--- config.mk ---
export PLATFORM = sky130hd
export DESIGN_NAME = sram_host
export DESIGN_NICKNAME = d
export VERILOG_FILES = /design/src/common/sram_host_pkg.sv /design/src/rtl/sync2.sv /design/src/rtl/sram_host.sv
export SDC_FILE = /design/constraint.sdc
export NUM_CORES = 1
export LEC_CHECK = 0
export ABC_AREA = 1
export BUFFER_PORTS_ARGS = -buffer_cell sky130_fd_sc_hd__buf_2
export CAP_MARGIN = 20
export CORE_MARGIN = 1.5
export CORE_UTILIZATION = 53
export DETAILED_ROUTE_END_ITERATION = 6
export PLACE_DENSITY = 0.84
export SLEW_MARGIN = 20
export SYNTH_ARGS = -nofsm -noshare
export SYNTH_HDL_FRONTEND = slang
export SYNTH_HIERARCHICAL = 1
export SYNTH_SLANG_ARGS = --single-unit
--- constraint.sdc ---
create_clock -name mclk -period 4 [get_ports mclk]
set_input_delay 1.2 -clock mclk [delete_from_list [all_inputs] [get_ports mclk]]
set_output_delay 1.2 -clock mclk [all_outputs]
set_load 0.02 [all_outputs]
--- src/common/sram_host_pkg.sv ---
package sram_host_pkg;
	localparam int ADDR_W = 14;
	localparam int DATA_W = 8;
	localparam int CLK_PERIOD_NS = 10;
	// slowest-grade cycle and access figures in ns
	localparam int ACCESS_NS = 35;
	localparam int WRITE_PULSE_NS = 25;
	localparam int DATA_SETUP_NS = 15;
	localparam int BUS_TURN_NS = 15;
	localparam int IDLE_POWERDOWN_DELAY_NS = 35;
	// least times round up to whole cycles, at least one
	function automatic int cyc_up(input int ns);
		int c;
		c = (ns + CLK_PERIOD_NS - 1) / CLK_PERIOD_NS;
		return (c < 1) ? 1 : c;
	endfunction : cyc_up
	localparam int ACCESS_CYC = cyc_up(ACCESS_NS) + 1;
	localparam int WRITE_CYC = cyc_up(WRITE_PULSE_NS);
	localparam int SETUP_CYC = cyc_up(DATA_SETUP_NS);
	localparam int TURN_CYC = cyc_up(BUS_TURN_NS);
	localparam int CNT_W = 4;
	localparam logic [CNT_W-1:0] ACCESS_CNT = CNT_W'(ACCESS_CYC);
	localparam logic [CNT_W-1:0] WRITE_CNT = CNT_W'(WRITE_CYC);
	localparam logic [CNT_W-1:0] SETUP_CNT = CNT_W'(SETUP_CYC);
	localparam logic [CNT_W-1:0] TURN_CNT = CNT_W'(TURN_CYC);
	// two-flop read-data synchroniser latency, added to the access wait
	localparam int SYNC_CYC = 2;
	localparam logic [CNT_W-1:0] SYNC_CNT = CNT_W'(SYNC_CYC);
	typedef enum logic [2:0] {IDLE, RD_WAIT, WR_SETUP, WR_PULSE, WR_HOLD, TURN} state_t;
endpackage : sram_host_pkg

--- src/rtl/sync2.sv ---
`timescale 1ns/10ps
`default_nettype none
// two-flop synchroniser for the read-data pins
module sync2 #(
	parameter int W = 8
) (
	input  wire logic         mclk,
	input  wire logic         rst_n,
	input  wire logic [W-1:0] din,
	output logic      [W-1:0] dout
);
	logic [W-1:0] meta_r;
	// first stage feeds only the second stage
	always_ff @(posedge mclk)
	begin
		if (!rst_n)
		begin
			meta_r <= '0;
			dout   <= '0;
		end
		else
		begin
			meta_r <= din;
			dout   <= meta_r;
		end
	end
endmodule : sync2
`default_nettype wire

--- src/rtl/sram_host.sv ---
`timescale 1ns/10ps
`default_nettype none
// host controller driving an asynchronous dual-select static RAM
// one request at a time; reads answer with a pulse, writes only free the port
module sram_host (
	input  wire logic                              mclk,
	input  wire logic                              rst_n,
	input  wire logic                              reqValid,
	output logic                                   reqReady,
	input  wire logic                              reqWrite,
	input  wire logic [sram_host_pkg::ADDR_W-1:0]  reqAddr,
	input  wire logic [sram_host_pkg::DATA_W-1:0]  reqWdata,
	output logic                                   rspValid,
	output logic      [sram_host_pkg::DATA_W-1:0]  rspRdata,
	output logic      [sram_host_pkg::ADDR_W-1:0]  memAddr,
	output logic                                   selectLowFirst_n,
	output logic                                   selectLowSecond_n,
	output logic                                   writeStrobe_n,
	output logic                                   outputGate_n,
	input  wire logic [sram_host_pkg::DATA_W-1:0]  memDataIn,
	output logic      [sram_host_pkg::DATA_W-1:0]  memDataOut,
	output logic                                   memDataOe
);
	sram_host_pkg::state_t state_r, state_nxt;
	logic [sram_host_pkg::CNT_W-1:0]   cnt_r, cnt_nxt;
	logic [sram_host_pkg::DATA_W-1:0]  rdSync;
	logic                              cntDone;
	logic                              take;
	// next pin levels and the read capture strobe
	logic                              frameNxt;
	logic                              readNxt;
	logic                              strobeNxt;
	logic                              driveNxt;
	logic                              capture;

	////////////////////////////////////////////////////////////////////////
	// read data pins cross from the asynchronous device
	// bits may settle on different edges, but they stand still long before capture
	sync2 #(.W(sram_host_pkg::DATA_W)) u_sync (
		.mclk  (mclk),
		.rst_n (rst_n),
		.din   (memDataIn),
		.dout  (rdSync)
	);

	////////////////////////////////////////////////////////////////////////
	// request handshake only in idle, so the address never moves mid-access
	// no back-to-back takes: ready drops for the whole access and turnaround
	assign cntDone  = (cnt_r == '0);
	assign reqReady = (state_r == sram_host_pkg::IDLE);
	assign take     = reqValid && reqReady;

	////////////////////////////////////////////////////////////////////////
	// state decoding shared by the pin drivers; each pin follows the state
	// being entered, so it moves on the same edge as the state register and
	// the selects, strobe and gate never disagree for a cycle
	function automatic logic frames(input sram_host_pkg::state_t s);
		return (s == sram_host_pkg::RD_WAIT)
			|| (s == sram_host_pkg::WR_SETUP)
			|| (s == sram_host_pkg::WR_PULSE);
	endfunction : frames

	// the strobe window is the write setup and pulse, never the hold cycle
	function automatic logic strobes(input sram_host_pkg::state_t s);
		return (s == sram_host_pkg::WR_SETUP)
			|| (s == sram_host_pkg::WR_PULSE);
	endfunction : strobes

	////////////////////////////////////////////////////////////////////////
	// pin levels for the state being entered
	assign frameNxt  = frames(state_nxt);
	assign readNxt   = (state_nxt == sram_host_pkg::RD_WAIT);
	assign strobeNxt = strobes(state_nxt);
	// the bus stays driven one cycle past the strobe so the data hold is met
	assign driveNxt  = strobes(state_nxt) || (state_nxt == sram_host_pkg::WR_HOLD);
	// the access window closes when the counter runs out in the read wait
	assign capture   = (state_r == sram_host_pkg::RD_WAIT) && cntDone;

	// next-state selection
	// the counter runs down and parks at zero; each transition loads the span of the state it enters
	always_comb
	begin
		state_nxt = state_r;
		cnt_nxt   = cntDone ? cnt_r : cnt_r - 1'b1;
		case (state_r)
			// requests are taken only here, with every pin released
			sram_host_pkg::IDLE:
			begin
				if (take && reqWrite)
				begin
					state_nxt = sram_host_pkg::WR_SETUP;
					cnt_nxt   = sram_host_pkg::SETUP_CNT;
				end
				else if (take)
				begin
					// the read data pass two flops, so their delay joins the access wait
					state_nxt = sram_host_pkg::RD_WAIT;
					cnt_nxt   = sram_host_pkg::ACCESS_CNT + sram_host_pkg::SYNC_CNT;
				end
			end
			// selects and gate stay low for the full access plus the sync delay
			sram_host_pkg::RD_WAIT:
				if (cntDone)
				begin
					state_nxt = sram_host_pkg::TURN;
					cnt_nxt   = sram_host_pkg::TURN_CNT;
				end
			// data and address settle under the low strobe before the counted pulse
			sram_host_pkg::WR_SETUP:
				if (cntDone)
				begin
					state_nxt = sram_host_pkg::WR_PULSE;
					cnt_nxt   = sram_host_pkg::WRITE_CNT;
				end
			// the counted pulse is the part of the overlap that meets the write width
			sram_host_pkg::WR_PULSE:
				if (cntDone)
				begin
					state_nxt = sram_host_pkg::WR_HOLD;
					cnt_nxt   = 4'h0;
				end
			// strobe and selects are high again; the bus is still driven
			sram_host_pkg::WR_HOLD:
				state_nxt = sram_host_pkg::IDLE;
			// lets the device release the bus before a following write drives it
			sram_host_pkg::TURN:
				if (cntDone)
					state_nxt = sram_host_pkg::IDLE;
			// an unreachable code falls back to idle with every pin released
			default:
				state_nxt = sram_host_pkg::IDLE;
		endcase
	end

	////////////////////////////////////////////////////////////////////////
	// state and counter
	// reset returns to idle with the counter parked at zero
	always_ff @(posedge mclk)
	begin
		if (!rst_n)
		begin
			state_r <= sram_host_pkg::IDLE;
			cnt_r   <= 4'h0;
		end
		else
		begin
			state_r <= state_nxt;
			cnt_r   <= cnt_nxt;
		end
	end

	////////////////////////////////////////////////////////////////////////
	// address and write data load only on a take, which happens in idle with
	// both selects high, so the address never moves under a framed access
	always_ff @(posedge mclk)
	begin
		if (!rst_n)
		begin
			memAddr    <= '0;
			memDataOut <= '0;
		end
		else if (take)
		begin
			memAddr    <= reqAddr;
			memDataOut <= reqWdata;
		end
	end

	////////////////////////////////////////////////////////////////////////
	// selects and output gate are registered so no glitch reaches the part;
	// both selects move together, so one edge frames every access
	always_ff @(posedge mclk)
	begin
		if (!rst_n)
		begin
			selectLowFirst_n  <= 1'b1;
			selectLowSecond_n <= 1'b1;
			outputGate_n      <= 1'b1;
		end
		else
		begin
			selectLowFirst_n  <= !frameNxt;
			selectLowSecond_n <= !frameNxt;
			outputGate_n      <= !readNxt;
		end
	end

	////////////////////////////////////////////////////////////////////////
	// write strobe and bus enable; the strobe falls with the selects and
	// rises with them, so the device never drives read data at write end,
	// while the bus is kept one cycle longer for the data hold
	always_ff @(posedge mclk)
	begin
		if (!rst_n)
		begin
			writeStrobe_n <= 1'b1;
			memDataOe     <= 1'b0;
		end
		else
		begin
			writeStrobe_n <= !strobeNxt;
			memDataOe     <= driveNxt;
		end
	end

	////////////////////////////////////////////////////////////////////////
	// read data captured at the end of the access window
	// the word holds until the next read, so a slow consumer may take it late
	always_ff @(posedge mclk)
	begin
		if (!rst_n)
		begin
			rspValid <= 1'b0;
			rspRdata <= '0;
		end
		else
		begin
			rspValid <= capture;
			if (capture)
				rspRdata <= rdSync;
		end
	end
endmodule : sram_host
`default_nettype wire

==> run_results.csv <==
group,metric,value,unit
clock_network,root_buffer,"clkbuf_8",
critical_path,worst-endpoint-arrival,1.29,ns
sta,fin_skew,0.00712,ns
critical_path,critical_path.cell_chain,"inv_1 -> nand2_1 -> nor2_1 -> buf_2",
critical_path,critical_path.top_delay_family,"flip-flops",
critical_path,r2r_end,"cnt_r[0]$_SDFF_PN0_",
synthesis,synth-seq-area-share,53.6,%
synthesis,netlist_top_cells_area,"dfxtp_1, nand2_1, a21oi_1",
sta,finalSetupViolations,0,
drt,wl_per_cell,10.8,um
clock_network,clk_path_buf_depth,2,
critical_path,slowest_delay,0.48,ns
drt,top_layer,"met4",
sta,rsz0062_at_grt,"false",
synthesis,yosys.area.top_type_share,53.6,%
synthesis,synth-seq-cells,58,
clock_network,cts.sinks,58,
clock_network,holdBufCountCts,0,
critical_path,critPathCapture,"reqReady",
global_routing,grt_overflow,0,
placed_design,pre_cts_ws,1.58,ns
power_and_ir_drop,leakage,1.41,nW
synthesis,synthesis.nets,312,
clock_network,clk_latency,0.32,ns
clock_network,cts_buffers,9,
finish,ff_latch_area,1160,um^2
drt,met1Wirelength,1840,um
sta,finalHoldViolCount,0,
finish,nFillCells,337,
drt,vias_per_cell,4.74,
drt,ant_nets,0,
global_routing,track_usage,20.0,%
critical_path,cp.required,2.80,ns
placed_design,port_buffers,70,
synthesis,netlist_instances,275,
floorplan,die_w,66.9,um
sta,relSlewSlack,66.2,%
critical_path,cp_max_fo,8,
clock_network,cts.clk_slew.worst_paths,0.06,ns
placed_design,hpwl,2980,um
critical_path,r2r_start,"cnt_r[0]$_SDFF_PN0_",
clock_network,cts_tree,"yes",
floorplan,die_area,4480,um^2
drt,first_iter_violations,131,
floorplan,core_area,3970,um^2
drt,met2_length,2220,um
floorplan,start_util,54.5,%
critical_path,cp-start-kind,"flop",
placed_design,gp_congestion,0.882,
critical_path,worst-setup-path-type,"reg -> out",
finish,drive_gt1_share,26.7,%
synthesis,yosysTopAreaCell,"dfxtp_1",
drt,vias,1888,
critical_path,critPathBufInv,2,
power_and_ir_drop,vdd_drop_max,0.000354,V
finish,fin_nets,383,
global_routing,grt_max_degree,31,
run_status,status,"finished, final reports clean",
critical_path,worstSetupPathDepth,4,
global_routing,grt_pass1_vias,1591,
drt,wirelength,4290,um
sta,drv_slew,0,
drt,drc,0,
critical_path,end_kind,"primary output",
finish,syn2layout_area_growth,21.8,%
drt,drtPass1Iterations,4,
sta,max_freq,401,MHz
global_routing,antenna_found_initial,0,
floorplan,die_y,66.9,um
finish,diodes,0,
critical_path,critPathLaunch,"state_r[0]$_SDFF_PN0_",
clock_network,postCtsResizedCells,0,
synthesis,postSynthAreaPerCell,7.88,um^2
sta,fin_crit,2.49,ns
critical_path,slowest_stage,"dfxtp_1",
drt,wl_met3,211,um
power_and_ir_drop,pwr_density_cell,581,nW/um^2
sta,tns,0,ns
sta,tightest_slew,0.508,ns
sta,min_period_over_period,62.4,%
min_path,hp-class,"reg -> reg",
run,drv_cap,0,
floorplan,num_rows,23,
sta,setup_ws,1.51,ns
clock_network,post_cts_buffers,0,
synthesis,synth-warning-count,6,
finish,multi_input_area,793,um^2
synthesis,synth_area,2170,um^2
synthesis,synth_cell_types,23,
global_routing,grt_first_pass_wirelength,6640,um
clock_network,htree_levels,3,
critical_path,worst-r2r-cell-count,7,
critical_path,rrSetupSlack,2.39,ns
floorplan,io_pins,71,
-- area by class of cell --
type / count / area share (%)
clock buffer: 12 / 5.12
clock inverter: 1 / 0.190
inverter: 33 / 4.69
multi-input combinational: 173 / 30.1
sequential: 58 / 44.0
tap: 50 / 2.37
timing repair buffer: 71 / 13.6
-- metal layers --
layer / vias up / track usage (%)
li1: 989 / -
met1: 849 / 23.9
met3: 2 / 7.60
met5: - / 0
met2: 48 / 31.0
met4: 0 / 10.5
-- worst reg2reg max path: stages, from the launching register on --
cell	delay, ns
dfxtp_1	0.31
inv_1	0.13
ha_1	0.24
nand2_2	0.18
ha_1	0.35
inv_1	0.04
o211ai_1	0.16
a21oi_1	0.08
-- power breakdown --
part	switching, mW	internal, mW
registers	0.0424	0.652
logic	0.293	0.143
clock network	0.190	0.213
total	0.526	1.01
-- cells by family (layout without fill, tap and decap cells) --
group | Yosys count | after routing | synth area share (%)
compound gates | 43 | 43 | 10.1
fa+ha+maj | 3 | 3 | 1.73
buf+inv | 44 | 117 | 9.76
flops | 58 | 58 | 53.6
simple gates | 127 | 127 | 24.8
-- placed cells by master, fill, tap and decap left out, types with 2 or more instances in the layout --
master    synthesis  layout
a21oi_1          28      28
buf_2             3      70
clkbuf_1          2       3
clkbuf_8          0       9
dfxtp_1          58      58
ha_1              3       3
inv_1            29      29
inv_2             3       3
nand2_1          79      79
nand2_2           6       6
nand3_1          10      10
nor2_1           27      27
nor2_4            2       2
o21ai_0          13      13
-- flip-flops by register name, indices dropped and copies added, names as in the netlist --
name and count:
memAddr 14, memDataOut 8, rspRdata 8, u_sync/dout 8
u_sync/meta_r 8, cnt_r 4, state_r 3, memDataOe 1
outputGate_n 1, rspValid 1, selectLowSecond_n 1, writeStrobe_n 1
-- Yosys cell counts, drive strengths merged --
| master | instances |
|---|---|
| o21ai | 13 |
| clkinv | 1 |
| ha | 3 |
| nor2 | 29 |
| inv | 32 |
| o211ai | 1 |
| nand2 | 85 |
| clkbuf | 2 |
| buf | 9 |
| dfxtp | 58 |
| a31oi | 1 |
| nor3 | 1 |
| nand3 | 11 |
| a21oi | 28 |
| nand4 | 1 |
-- through the flow --
| step | area, um^2 | hold WS (ns) | std cells | power (mW) | utilization (%) |
|---|---|---|---|---|---|
| floorplan | 2170 | 0.386 | 275 | 1.03 | - |
| global placement | 2500 | 0.389 | 385 | 1.13 | 62.9 |
| detailed placement | 2500 | 0.397 | 385 | 1.14 | 62.9 |
| CTS | 2640 | 0.409 | 398 | 1.54 | 66.4 |
| global route | 2640 | 0.425 | 398 | 1.64 | 66.4 |
| finish | 2640 | 0.417 | 398 | 1.53 | 66.4 |
-- worst min path at each step --
stage / from / endpoint / depth (start not counted) / slack, ns
3_5_place_dp: u_sync/meta_r[6]$_SDFF_PN0_ / u_sync/dout[6]$_SDFF_PN0_ / 2 / 0.40
3_3_place_gp: u_sync/meta_r[6]$_SDFF_PN0_ / u_sync/dout[6]$_SDFF_PN0_ / 2 / 0.39
4_1_cts: u_sync/meta_r[6]$_SDFF_PN0_ / u_sync/dout[6]$_SDFF_PN0_ / 2 / 0.41
5_1_grt: u_sync/meta_r[7]$_SDFF_PN0_ / u_sync/dout[7]$_SDFF_PN0_ / 2 / 0.42
2_1_floorplan: u_sync/meta_r[6]$_SDFF_PN0_ / u_sync/dout[6]$_SDFF_PN0_ / 2 / 0.39
6_report: u_sync/meta_r[1]$_SDFF_PN0_ / u_sync/dout[1]$_SDFF_PN0_ / 2 / 0.42
Power figures use the tool's default switching activity.
